--- config.mk ---
export PLATFORM = sky130hd
export DESIGN_NAME = rce_crc16_engine
export DESIGN_NICKNAME = d
export VERILOG_FILES = /design/src/common/rce_pkg.sv /design/src/rtl/rce_crc16_engine.sv
export SDC_FILE = /design/constraint.sdc
export NUM_CORES = 1
export LEC_CHECK = 0
export BUFFER_PORTS_ARGS = -buffer_cell sky130_fd_sc_hd__buf_2
export CORE_MARGIN = 3
export CORE_UTILIZATION = 35
export DETAILED_ROUTE_END_ITERATION = 16
export SYNTH_ARGS = -nofsm -noshare
export SYNTH_HDL_FRONTEND = slang
export SYNTH_SLANG_ARGS = --single-unit
--- constraint.sdc ---
create_clock -name clk_sys -period 7.22 [get_ports clk_sys]
set_input_delay 0.361 -clock clk_sys [delete_from_list [all_inputs] [get_ports clk_sys]]
set_output_delay 0.361 -clock clk_sys [all_outputs]
set_load 0.01 [all_outputs]
--- src/common/rce_pkg.sv ---
package rce_pkg;
  // Register width and the divisor forms.
  localparam int CRC_W = 16;
  localparam logic [16:0] POLY_FULL = 17'h1_8005;
  localparam logic [15:0] POLY_REFL = 16'hA001;
  localparam logic [15:0] CRC_PRESET = 16'hFFFF;
  localparam logic [15:0] CRC_GOOD = 16'h0000;
  // Shift steps per byte and check bytes per frame.
  localparam logic [3:0] SHIFTS_PER_BYTE = 4'h8;
  localparam logic [3:0] SHIFT_LAST = 4'h7;
  localparam int CHECK_BYTES = 2;
  // Default width of the byte counter and length input.
  localparam int LEN_W_DEF = 9;

  typedef enum logic [2:0] {
    ST_IDLE = 3'b000,
    ST_ABSORB = 3'b001,
    ST_SHIFT = 3'b010,
    ST_APPEND = 3'b011,
    ST_DONE = 3'b100
  } rce_state_e;
endpackage

--- src/rtl/rce_crc16_engine.sv ---
`timescale 1ns/1ps
// Summary of operation
// Transmitter appends two check bytes after data; a zero-length transmit frame goes idle and appends none.
// Receiver recomputes check value with same algorithm.
// Divisor polynomial has powers 16, 15, 2, 0.
// Right shift, feedback constant A001, x16 dropped.
// Preset register to all ones per frame.
// XOR each byte into the low half.
// Shift right once, low bit becomes flag.
// Flag one XORs constant, zero leaves register.
// Exactly eight shift steps per absorbed byte.
// Serial form feeds bits 15, 13 and 0.
// Count bytes, stop past the data length.
// Transmitter sends final register as check bytes.
// Receiver absorbs check bytes, good when zero.
// Low register half goes out first.
// Register after data equals received check value.
// Check covers address, function and information bytes.
// Sticky check error, cleared by next preset.
// Byte handshake, ready low while shifting.
// Synchronous clear presets register, clears counters, flag.
module rce_crc16_engine #(
  parameter int LEN_W = rce_pkg::LEN_W_DEF
) (
  input wire logic clk_sys,
  input wire logic rst_n,
  input wire logic clkEn,
  input wire logic syncClr,
  input wire logic frameStart,
  input wire logic txMode,
  input wire logic [LEN_W-1:0] dataLen,
  input wire logic inValid,
  output logic inReady,
  input wire logic [7:0] inData,
  output logic outValid,
  input wire logic outReady,
  output logic [7:0] outData,
  output logic [rce_pkg::CRC_W-1:0] crcValue,
  output logic frameDone,
  output logic frameGood,
  output logic checkMatch,
  output logic checkErr
);
  import rce_pkg::*;

  rce_state_e state_r, state_nxt;
  logic [CRC_W-1:0] crc_r, crc_nxt;
  logic [CRC_W-1:0] snap_r, snap_nxt;
  logic [CRC_W-1:0] rxChk_r, rxChk_nxt;
  logic [CRC_W-1:0] byteRef_r, byteRef_nxt;
  logic [3:0] shiftCnt_r, shiftCnt_nxt;
  logic [LEN_W-1:0] byteCnt_r, byteCnt_nxt;
  logic [LEN_W-1:0] len_r, len_nxt;
  logic tx_r, tx_nxt;
  logic sel_r, sel_nxt;
  logic [7:0] outData_r, outData_nxt;
  logic done_r, done_nxt;
  logic good_r, good_nxt;
  logic match_r, match_nxt;
  logic err_r, err_nxt;
  logic [CRC_W-1:0] stepVal;
  logic [LEN_W-1:0] cntInc;
  logic [LEN_W-1:0] limit;
  logic accept;

  // One bit-serial step: the low bit meets the data bit, and the result is
  // fed into bits 0 and 13 beside the shifted neighbours and into bit 15.
  function automatic logic [CRC_W-1:0] crcStep(input logic [CRC_W-1:0] c,
                                                input logic d);
    logic fb;
    logic [CRC_W-1:0] r;
    fb = c[0] ^ d;
    r = c >> 1;
    if (fb) begin
      r = r ^ POLY_REFL;
    end
    return r;
  endfunction

  // Whole-byte reference: the byte lands in the low half, then eight steps.
  function automatic logic [CRC_W-1:0] crcByte(input logic [CRC_W-1:0] c,
                                                input logic [7:0] b);
    logic [CRC_W-1:0] r;
    r = c ^ {8'h00, b};
    for (int i = 0; i < 8; i++) begin
      r = crcStep(r, 1'b0);
    end
    return r;
  endfunction

  // Handshake outputs are decoded from the state; ready drops while shifting.
  assign inReady = (state_r == ST_ABSORB);
  assign outValid = (state_r == ST_APPEND);
  assign accept = inValid && inReady;
  assign outData = outData_r;
  assign crcValue = crc_r;
  assign frameDone = done_r;
  assign frameGood = good_r;
  assign checkMatch = match_r;
  assign checkErr = err_r;
  assign stepVal = crcStep(crc_r, 1'b0);
  assign cntInc = byteCnt_r + 1'b1;
  // The receiver also absorbs the two trailing check bytes.
  assign limit = tx_r ? len_r : LEN_W'(len_r + LEN_W'(CHECK_BYTES));

  // Next-state logic of the whole engine. The frame length must be known at
  // preset, since nothing downstream can stretch a frame once it is counted.
  always_comb begin
    state_nxt = state_r;
    crc_nxt = crc_r;
    snap_nxt = snap_r;
    rxChk_nxt = rxChk_r;
    byteRef_nxt = byteRef_r;
    shiftCnt_nxt = shiftCnt_r;
    byteCnt_nxt = byteCnt_r;
    len_nxt = len_r;
    tx_nxt = tx_r;
    sel_nxt = sel_r;
    outData_nxt = outData_r;
    done_nxt = 1'b0;
    good_nxt = good_r;
    match_nxt = match_r;
    err_nxt = err_r;
    case (state_r)
      ST_IDLE, ST_DONE: begin
      end
      ST_ABSORB: begin
        if (accept) begin
          crc_nxt = crc_r ^ {8'h00, inData};
          byteRef_nxt = crcByte(crc_r, inData);
          shiftCnt_nxt = 4'h0;
          state_nxt = ST_SHIFT;
          // Keep the received check bytes for the alternative comparison.
          if (!tx_r && byteCnt_r == len_r) begin
            rxChk_nxt[7:0] = inData;
          end
          if (!tx_r && byteCnt_r == LEN_W'(len_r + 1'b1)) begin
            rxChk_nxt[15:8] = inData;
          end
        end
      end
      ST_SHIFT: begin
        crc_nxt = stepVal;
        shiftCnt_nxt = shiftCnt_r + 4'h1;
        if (shiftCnt_r == SHIFT_LAST) begin
          byteCnt_nxt = cntInc;
          if (!tx_r && cntInc == len_r) begin
            snap_nxt = stepVal;
          end
          if (cntInc == limit) begin
            if (tx_r) begin
              outData_nxt = stepVal[7:0];
              sel_nxt = 1'b0;
              state_nxt = ST_APPEND;
            end else begin
              done_nxt = 1'b1;
              good_nxt = (stepVal == CRC_GOOD);
              match_nxt = (snap_r == rxChk_r);
              state_nxt = ST_DONE;
            end
          end else begin
            state_nxt = ST_ABSORB;
          end
        end
      end
      ST_APPEND: begin
        if (outReady) begin
          if (!sel_r) begin
            outData_nxt = crc_r[15:8];
            sel_nxt = 1'b1;
          end else begin
            done_nxt = 1'b1;
            good_nxt = 1'b1;
            state_nxt = ST_DONE;
          end
        end
      end
      default: begin
        state_nxt = ST_IDLE;
      end
    endcase
    // A new frame presets the register and drops the previous verdict.
    if (frameStart) begin
      crc_nxt = CRC_PRESET;
      // With no data bytes the register after data is the preset itself.
      snap_nxt = CRC_PRESET;
      // A frame cut short by a new preset gives no verdict pulse.
      done_nxt = 1'b0;
      byteCnt_nxt = '0;
      shiftCnt_nxt = 4'h0;
      len_nxt = dataLen;
      tx_nxt = txMode;
      good_nxt = 1'b0;
      match_nxt = 1'b0;
      err_nxt = 1'b0;
      state_nxt = (dataLen == '0 && txMode) ? ST_IDLE : ST_ABSORB;
    end
    // A bad frame ending in the preset cycle still raises the flag.
    if (state_r == ST_SHIFT && shiftCnt_r == SHIFT_LAST && !tx_r &&
        cntInc == limit && stepVal != CRC_GOOD) begin
      err_nxt = 1'b1;
    end
    if (syncClr) begin
      state_nxt = ST_IDLE;
      crc_nxt = CRC_PRESET;
      shiftCnt_nxt = 4'h0;
      byteCnt_nxt = '0;
      err_nxt = 1'b0;
      done_nxt = 1'b0;
    end
  end

  // All state freezes while the clock enable is low.
  always_ff @(posedge clk_sys or negedge rst_n) begin
    if (!rst_n) begin
      state_r <= ST_IDLE;
      crc_r <= CRC_PRESET;
      snap_r <= '0;
      rxChk_r <= '0;
      byteRef_r <= '0;
      shiftCnt_r <= 4'h0;
      byteCnt_r <= '0;
      len_r <= '0;
      tx_r <= 1'b0;
      sel_r <= 1'b0;
      outData_r <= 8'h00;
      done_r <= 1'b0;
      good_r <= 1'b0;
      match_r <= 1'b0;
      err_r <= 1'b0;
    end else if (clkEn) begin
      state_r <= state_nxt;
      crc_r <= crc_nxt;
      snap_r <= snap_nxt;
      rxChk_r <= rxChk_nxt;
      byteRef_r <= byteRef_nxt;
      shiftCnt_r <= shiftCnt_nxt;
      byteCnt_r <= byteCnt_nxt;
      len_r <= len_nxt;
      tx_r <= tx_nxt;
      sel_r <= sel_nxt;
      outData_r <= outData_nxt;
      done_r <= done_nxt;
      good_r <= good_nxt;
      match_r <= match_nxt;
      err_r <= err_nxt;
    end
  end

  // Checks on the engine; the clock enable is held in the antecedents of the preset, ready, byte, span and high-byte checks.
  a_preset_ones: assert property (@(posedge clk_sys) disable iff (!rst_n)
    clkEn && frameStart |=> crc_r == CRC_PRESET)
    else $error("register not preset to all ones");

  a_ready_busy: assert property (@(posedge clk_sys) disable iff (!rst_n)
    clkEn && accept && !frameStart && !syncClr |=> !inReady)
    else $error("ready high right after a byte was taken");

  a_byte_result: assert property (@(posedge clk_sys) disable iff (!rst_n)
    clkEn && !syncClr && !frameStart && state_r == ST_SHIFT &&
    shiftCnt_r == SHIFT_LAST |=> crc_r == byteRef_r)
    else $error("byte result differs from eight steps");

  a_shift_span: assert property (@(posedge clk_sys) disable iff (!rst_n)
    (clkEn && accept && !frameStart && !syncClr) ##1
    (clkEn && !frameStart && !syncClr)[*8] |=> state_r != ST_SHIFT)
    else $error("shift phase not eight cycles");

  a_count_bound: assert property (@(posedge clk_sys) disable iff (!rst_n)
    state_r == ST_ABSORB |-> byteCnt_r < limit)
    else $error("absorbing past the frame length");

  a_low_first: assert property (@(posedge clk_sys) disable iff (!rst_n)
    outValid && !sel_r |-> outData == crc_r[7:0])
    else $error("first check byte is not the low half");

  a_high_next: assert property (@(posedge clk_sys) disable iff (!rst_n)
    clkEn && !syncClr && !frameStart && outValid && outReady && !sel_r
    |=> outValid && outData == crc_r[15:8])
    else $error("second check byte is not the high half");

  a_rx_verdict: assert property (@(posedge clk_sys) disable iff (!rst_n)
    frameDone && !tx_r |-> frameGood == (crc_r == CRC_GOOD) &&
    checkErr == !frameGood)
    else $error("receive verdict does not match register");

  a_err_sticky: assert property (@(posedge clk_sys) disable iff (!rst_n)
    checkErr && !frameStart && !syncClr |=> checkErr)
    else $error("error flag dropped without preset");

  c_tx_frame: cover property (@(posedge clk_sys) disable iff (!rst_n)
    outValid && outReady && sel_r);
  c_rx_good: cover property (@(posedge clk_sys) disable iff (!rst_n)
    frameDone && !tx_r && frameGood && checkMatch);
  c_rx_bad: cover property (@(posedge clk_sys) disable iff (!rst_n)
    frameDone && checkErr);
endmodule

==> After elaboration in Yosys (flattened, before gate mapping) <==
Cells that the tools add are included.
{ "word_totals": {"output_inout_bits": 30, "regBits": 87, "inputBits": 25, "elab_cells": 146} }
{ "op_classes": {"mux": 62, "reduce_logical": 37, "addsub": 4, "n_eq_ne": 26, "n_bitwise": 2} }
{ "op_table": {"columns": ["operator", "n"], "rows": [
  ["two-way mux 16 bit", 8],
  ["two-way mux 9 bit", 5],
  ["two-way mux 8 bit", 5],
  ["equality test 9 bit", 4],
  ["one-hot mux 16 bit (2 select lines)", 1],
  ["two-way mux 1 bit", 26],
  ["two-way mux 3 bit", 8],
  ["adder 9 x 1 -> 9 bit, second input constant", 2],
  ["equality test 16 bit", 1],
  ["zero test 16 bit", 1],
  ["!= test 4 x 3 -> 1 bit, second input constant", 4],
  ["one-hot mux 8 bit (2 select lines)", 1],
  ["nonzero test 16 bit", 1],
  ["XOR 16 x 8 -> 16 bit", 1],
  ["AND reduction 7 bit", 2],
  ["two-way mux 4 bit", 3],
  ["!= test 3 x 2 -> 1 bit, second input constant", 4],
  ["one-hot mux 3 bit (4 select lines)", 1],
  ["AND reduction 4 bit", 3],
  ["AND reduction 6 bit", 2],
  ["nonzero test 3 bit", 4],
  ["nonzero test 2 bit", 5],
  ["adder 9 x 2 -> 9 bit, second input constant", 1],
  ["logical AND 1 bit", 9],
  ["other kinds (19)", 29]
]} }

==> Longest topological paths before layout <==
Gate-level depths: netlist (run 1).
{ "depth": {"ltp_word": 8, "depth_mapped": 11, "mapped_depth_nobuf": 8} }

==> Worst setup path before layout (run 1) <==
No wires, ideal clock.
{ "synth_path": {"kind": "flip-flop to flip-flop", "start": "register byteCnt_r[0]", "end": "register snap_r[10]", "path_buffers": 1, "path_slack_ps": 4615, "setup_time_ps": 79, "synth_period_minus_slack_ps": 2605, "path_stages_with_launch": 8, "required_ps": 7141, "t_arrival_ps": 2525, "path_cell_list": "dfrtp_1 ha_1 xnor2_1 or3b_1 or4_4 nor4_4 buf_6 mux2i_1"} }
{ "synth_via": {"elab_chain_len": 5} }
{ "synth_rtl": {"columns": ["item", "line", "rtl"], "rows": [
  ["start, declared", "rce_crc16_engine.sv:52", "logic [LEN_W-1:0] byteCnt_r, byteCnt_nxt;"],
  ["start signal, assigned", "rce_crc16_engine.sv:238", "byteCnt_r <= byteCnt_nxt;"],
  ["adder 9 x 1 -> 9 bit", "rce_crc16_engine.sv:102", "assign cntInc = byteCnt_r + 1'b1;"],
  ["equality test 9 bit", "rce_crc16_engine.sv:147", "if (!tx_r && cntInc == len_r) begin"],
  ["logical AND 1 bit", "rce_crc16_engine.sv:147", null],
  ["nonzero test 2 bit (no source line)", null, null],
  ["AND reduction 4 bit (no source line)", null, null],
  ["end signal, assigned", "rce_crc16_engine.sv:234", "snap_r <= snap_nxt;"],
  ["end, declared", "rce_crc16_engine.sv:48", "logic [CRC_W-1:0] snap_r, snap_nxt;"]
]} }
No other way between the ends.
A chain may end at the register's enable or synchronous reset.

==> Worst setup path in the final report (run 1) <==
{ "layout_path": {"start": "register byteCnt_r[1]", "end": "register outData_r[7] (netlist: outData[7])"} }
{ "layout_via": {"elab_chain_len": 4} }
{ "layout_rtl": {"columns": ["item", "line", "rtl"], "rows": [
  ["adder 9 x 1 -> 9 bit", "rce_crc16_engine.sv:102", null],
  ["equality test 9 bit", "rce_crc16_engine.sv:150", "if (cntInc == limit) begin"],
  ["!= test 2 x 1 -> 1 bit (no source line)", null, null],
  ["AND reduction 7 bit (no source line)", null, null],
  ["end signal, assigned", "rce_crc16_engine.sv:242", "outData_r <= outData_nxt;"],
  ["end, declared", "rce_crc16_engine.sv:56", "logic [7:0] outData_r, outData_nxt;"]
]} }
No other way between the ends.

==> flow_metrics.env, run 1 <==
export IMPL_status="completed"
export IMPL_rsz0062_at_grt="false"
export IMPL_dr_pass1_iters=5
export IMPL_hold_viol_final=0
export IMPL_startpoint_type="flop"
export IMPL_yosysTopAreaCell="dfrtp_1"
export IMPL_clockBufferDepth=2
export IMPL_clock_latency_ns=0.34
export IMPL_vias=4207
export IMPL_worst_hold_slack_ns=0.0226
export IMPL_worstPathCellList="ha_1 > nand3_1 > o311ai_1 > o31ai_1 > nand4b_1 > o21ai_4 > mux2_1"
export IMPL_drtIter0Drc=256
export IMPL_synth_area_leaders="dfrtp_1 (35%), dfstp_2 (8.2%), nor2_1 (6.1%)"
export IMPL_grt_first_pass_wirelength_mm=22.4
export IMPL_port_buffers=54
export IMPL_cts_resized=0
export IMPL_cts_htree_levels=3
export IMPL_remaining_drc_errors=0
export IMPL_crit_fanout=11
export IMPL_synth_cell_type_count=53
export IMPL_maxSlewViolCount=0
export IMPL_grt_pass1_vias=4238
export IMPL_synthFlopType="dfrtp_1"
export IMPL_irDropWorstVdd_mv=0.133
export IMPL_synth_top_area_share=0.347
export IMPL_post_dp_cell_area_um2=5490
export IMPL_numCtsBuffers=9
export IMPL_crit_family="compound AO/OA/AOI/OAI gates"
export IMPL_fin_crit_ns=3.10
export IMPL_hold_path_class="input port to async pin"
export IMPL_grt_max_degree=46
export IMPL_async_flop_share=1.00
export IMPL_ff2ff_setup_slack_ns=4.12
export IMPL_clock_sinks=87
export IMPL_syn_nets=594
export IMPL_worstSetupPathType="flop to flop"
export IMPL_end_kind="flop"
export IMPL_die_area_um2=16100
export IMPL_grt_antenna_before_repair=0
export IMPL_fin_skew_ns=0.00982
export IMPL_synth_seq_area_share=0.429
export IMPL_crit_buf_inv=0
export IMPL_rr_worst_depth=7
export IMPL_synth_cells=565
export IMPL_crit_slowest_cell="dfrtp_1"
export IMPL_rows=43
export IMPL_final_antenna_net_count=0
export IMPL_wirelength_mm=13.4
export IMPL_cp_slowest_stage_delay_ns=0.49
export IMPL_fmax_mhz=322
export IMPL_coreArea_um2=14100
export IMPL_final_cell_mix="nor2_1 (83), nand2_1 (82), dfrtp_1 (71)"
export IMPL_nets=628
export IMPL_powerDensity_nw_per_um2=227
export IMPL_viasPerCell=5.37
export IMPL_layout_drive_gt1_share=0.205
export IMPL_post_drt_wl_per_cell_um=17.1
export IMPL_gp_congestion=0.944
export IMPL_antenna_cells=0
export IMPL_leakagePower_nw=2.41
export IMPL_relSlewSlack=0.366
export IMPL_worst_pin_slew_ns=0.951
export IMPL_die_w_um=127
export IMPL_cp_required_ns=7.44
export IMPL_dp_final_hpwl_mm=9.81
export IMPL_grt_remaining_overflow=0
export IMPL_fin_area_um2=5800
export IMPL_post_cts_buffers=0
export IMPL_tns_ns=0
export IMPL_syn_area_um2=5120
export IMPL_layout_commonest_cell="nor2_1"
export IMPL_synth_edf_count=0
export IMPL_yosys_warnings=0
export IMPL_ctsRootBufferMaster="clkbuf_16"
export IMPL_io_pins=55
export IMPL_start_util=0.363
export IMPL_cap_viol_max_count=0
export IMPL_synth_seq_cells=87
export IMPL_r2r_end="outData[7]"
export IMPL_setup_viol=0
export IMPL_postCtsHoldBufs=0
export IMPL_cts_tree="done"
export IMPL_syn_avg_cell_area_um2=9.07
export IMPL_r2r_start="byteCnt_r[1]"
export IMPL_die_h_um=127
export IMPL_arrival_ns=3.32
export IMPL_track_usage=0.172
export IMPL_clkSlewWorstSetupHoldPaths_ns=0.06
export IMPL_synthToLayoutAreaGrowth_pct=13.1
export IMPL_finalCritPeriodShare=0.430
[worst register-to-register path: stages (launching register included)]
cell and delay (ns):
dfrtp_1 0.49, ha_1 0.37, nand3_1 0.44, o311ai_1 0.44, o31ai_1 0.15, nand4b_1 0.36
o21ai_4 0.38, mux2_1 0.37
[logic make-up (layout without fill, tap and decap cells)]
logic type | after synthesis | count (layout) | share of synthesized area
multiplexers | 51 | 51 | 0.107
adder cells (fa/ha/maj) | 4 | 4 | 0.00977
AND/OR/NAND/NOR | 253 | 253 | 0.234
buffers and inverters | 38 | 77 | 0.0322
AO/OA/AOI/OAI | 82 | 82 | 0.0916
XOR/XNOR | 50 | 50 | 0.0955
flip-flops | 87 | 87 | 0.429
[routing by layer]
| layer | routed length [um] | track usage | up-vias |
|---|---|---|---|
| met5 | 0 | 0 | - |
| met4 | 266 | 0.0580 | 0 |
| met3 | 585 | 0.0280 | 20 |
| met2 | 6210 | 0.270 | 109 |
| met1 | 6330 | 0.242 | 2047 |
| li1 | - | - | 2031 |
[synthesized netlist by cell type (all sizes together) (3+ instances only)]
cell type and n:
and3 5, a31oi 5, and2 3, dfrtp 71, xor2 20, nand4b 5, inv 5, buf 12
nand4 10, nor3b 3, xnor2 28, nand3 26, o31ai 4, nor2 83, a21oi 24, nor4 9
nor3 11, o21ai 39, mux2 32, clkbuf 21, a21o 3, or4 3, mux2i 19, nand2 82
dfstp 16, o211ai 3, ha 4
[sequential cells by signal, summed over array words and instances, names as in the netlist]
name,cells
state_r,3
byteCnt_r,9
frameGood,1
outData,8
checkErr,1
snap_r,16
frameDone,1
rxChk_r,16
shiftCnt_r,4
sel_r,1
crcValue,16
tx_r,1
len_r,9
checkMatch,1
[per-stage QoR]
stage,setup slack (ns),power [W],utilization,cells
finish,4.12,0.00132,0.411,784
global route,3.92,0.00138,0.411,784
detailed placement,4.16,0.000847,0.389,768
global placement,4.35,0.000840,0.389,768
CTS,4.15,0.00133,0.411,784
floorplan,4.62,0.000751,-,565
[final cells by class]
| cell class | count | area (um^2) |
|---|---|---|
| Clock buffer | 11 | 243 |
| Clock inverter | 5 | 63.8 |
| Fill cell | 1389 | 8300 |
| Inverter | 5 | 18.8 |
| Multi-Input combinational cell | 440 | 2760 |
| Sequential cell | 87 | 2200 |
| Tap cell | 180 | 225 |
| Timing Repair Buffer | 56 | 288 |
[power breakdown]
| group | switching (W) | leakage, nW | total (W) | internal (W) |
|---|---|---|---|---|
| Combinational | 0.000128 | 1.22 | 0.000230 | 0.000102 |
| Sequential | 0.0000655 | 1.05 | 0.000609 | 0.000544 |
| Clock | 0.000197 | 0.147 | 0.000478 | 0.000281 |
[worst max-delay path by stage]
stage / startpoint / to / cells past startpoint
2_1_floorplan: byteCnt_r[0] / snap_r[10] / 7
3_3_place_gp: len_r[2] / outData[5] / 8
3_5_place_dp: byteCnt_r[1] / outData[7] / 7
4_1_cts: byteCnt_r[1] / outData[7] / 7
5_1_grt: byteCnt_r[1] / outData[7] / 7
6_report: byteCnt_r[1] / outData[7] / 7
(Power assumes the default switching activity.)
==> inputs of run 2 (changes only) <==
==> constraint.sdc (replaced) <==
create_clock -name clk_sys -period 3.2 [get_ports clk_sys]
set_input_delay 0.16 -clock clk_sys [delete_from_list [all_inputs] [get_ports clk_sys]]
set_output_delay 0.16 -clock clk_sys [all_outputs]
set_load 0.01 [all_outputs]
==> run 2 against run 1 <==
Compared with the run above: utilization up 0.94 points; die area unchanged; worst hold slack worse by 0.0032 ns; register-to-register slack worse by 3.8 ns; design area up 2.3%; count of clock-buffer cells in the layout down 2; setup slack worse by 3.8 ns; critical path type unchanged.
==> flow_metrics.env, run 2 (synthesis results as in run 1) <==
export IMPL_pwr_share_seq=0.442
export IMPL_irDropWorstVdd_mv=0.216
export IMPL_dp_final_hpwl_mm=9.99
export IMPL_final_antenna_net_count=0
export IMPL_clkPwrFrac=0.382
export IMPL_die_h_um=127
export IMPL_hold_path_class="input port to flop"
export IMPL_maxSlewViolCount=0
export IMPL_track_usage=0.171
export IMPL_worst_hold_slack_ns=0.0194
export IMPL_arrival_ns=3.13
export IMPL_rsz0062_at_grt="false"
export IMPL_die_w_um=127
export IMPL_relSlewSlack=0.359
export IMPL_start_util=0.363
export IMPL_worst_pin_slew_ns=0.962
export IMPL_cts_htree_levels=3
export IMPL_grt_remaining_overflow=0
export IMPL_crit_fanout=8
export IMPL_wirelength_mm=13.4
export IMPL_numCtsBuffers=9
export IMPL_setup_viol=0
export IMPL_antenna_cells=0
export IMPL_p_sw_w=0.000908
export IMPL_cts_tree="done"
export IMPL_remaining_drc_errors=0
export IMPL_fin_area_um2=5930
export IMPL_grt_pass1_vias=4128
export IMPL_p_int_w=0.00216
export IMPL_worstSetupPathType="flop to flop"
export IMPL_swShare=0.296
export IMPL_cap_viol_max_count=0
export IMPL_cts_resized=0
export IMPL_io_pins=55
export IMPL_ff2ff_setup_slack_ns=0.30
export IMPL_leakagePower_nw=2.49
export IMPL_port_buffers=54
export IMPL_final_cell_mix="nor2_1 (83), nand2_1 (82), dfrtp_1 (71)"
export IMPL_tns_ns=0
export IMPL_fin_skew_ns=0.00875
export IMPL_power_frac_comb=0.176
export IMPL_fin_crit_ns=2.90
export IMPL_end_kind="flop"
export IMPL_nets=642
export IMPL_layout_drive_gt1_share=0.222
export IMPL_cp_required_ns=3.43
export IMPL_clock_latency_ns=0.35
export IMPL_synthToLayoutAreaGrowth_pct=15.7
export IMPL_grt_first_pass_wirelength_mm=22.2
export IMPL_ctsRootBufferMaster="clkbuf_16"
export IMPL_vias=4247
export IMPL_powerDensity_nw_per_um2=518
export IMPL_clkSlewWorstSetupHoldPaths_ns=0.07
export IMPL_rows=43
export IMPL_gp_congestion=0.890
export IMPL_hold_viol_final=0
export IMPL_post_dp_cell_area_um2=5590
export IMPL_drtIter0Drc=261
export IMPL_die_area_um2=16100
export IMPL_viasPerCell=5.32
export IMPL_clockBufferDepth=2
export IMPL_coreArea_um2=14100
export IMPL_grt_antenna_before_repair=0
export IMPL_grt_max_degree=38
export IMPL_startpoint_type="flop"
export IMPL_layout_commonest_cell="nor2_1"
export IMPL_dr_pass1_iters=5
export IMPL_status="completed"
export IMPL_fmax_mhz=345
export IMPL_finalCritPeriodShare=0.906
export IMPL_post_drt_wl_per_cell_um=16.8
export IMPL_clock_sinks=87
-- run 2: changes by cell type in the layout (fill, tap and decap cells not counted), sizes merged --
cell         before  now
buf              56   69
bufinv            1    2
clkbuf           11    9
clkinv            1    4
clkinvlp          1    0
dlygate4sd3       0    1
inv               7    6
-- run 2: area by class of cell --
type                            count  area [um^2]
Clock buffer                        9          225
Clock inverter                      7          106
Fill cell                        1400         8170
Inverter                            5         18.8
Multi-Input combinational cell    440         2760
Sequential cell                    87         2200
Tap cell                          180          225
Timing Repair Buffer               70          395
-- run 2: power by group through the flow --
stage               sequential [W]  clock [W]  combinational [W]
detailed placement         0.00138          0           0.000542
CTS                        0.00136    0.00118           0.000546
finish                     0.00136    0.00117           0.000540
global route               0.00138    0.00124           0.000606
global placement           0.00137          0           0.000536
floorplan                  0.00135          0           0.000346
-- run 2: timing repair --
| action | 4_1_cts | 5_1_grt |
|---|---|---|
| buffers inserted | 0 | 0 |
| hold endpoints to repair | 16 | 0 |
| hold buffers | 1 | 0 |
-- run 2: critical path, stage by stage, from the launching register on --
cell      delay [ns]
dfrtp_1         0.47
ha_1            0.31
nand4_1         0.14
nor3b_1         0.24
xnor3_1         0.43
nor3_2          0.14
nand4b_1        0.30
o21ai_4         0.39
mux2_1          0.36
-- run 2: worst paths after layout --
kind / from / to / depth (start not counted)
max: len_r[1] / outData[3] / 8
max in group asynchronous: rst_n / crcValue[7] / 3
min: dataLen[7] / len_r[7] / 3
min reg2reg: outData[5] / outData[5] / 1
max reg2reg: len_r[1] / outData[3] / 8
min in group asynchronous: rst_n / frameDone / 2
-- run 2: metal layers --
layer	track usage	share of wire	wire [um]
met5	0	0	0
met4	0.0530	0.014	194
met3	0.0242	0.030	406
met2	0.270	0.47	6310
met1	0.244	0.48	6480
-- run 2: per-stage QoR --
stage | instances | total power, W | util | setup slack, ns
6_report | 798 | 0.00307 | 0.421 | 0.300
2_1_floorplan | 565 | 0.00169 | - | 0.595
5_1_grt | 798 | 0.00322 | 0.421 | 0.177
3_3_place_gp | 781 | 0.00191 | 0.396 | 0.419
4_1_cts | 798 | 0.00309 | 0.421 | 0.332
3_5_place_dp | 781 | 0.00192 | 0.396 | 0.348
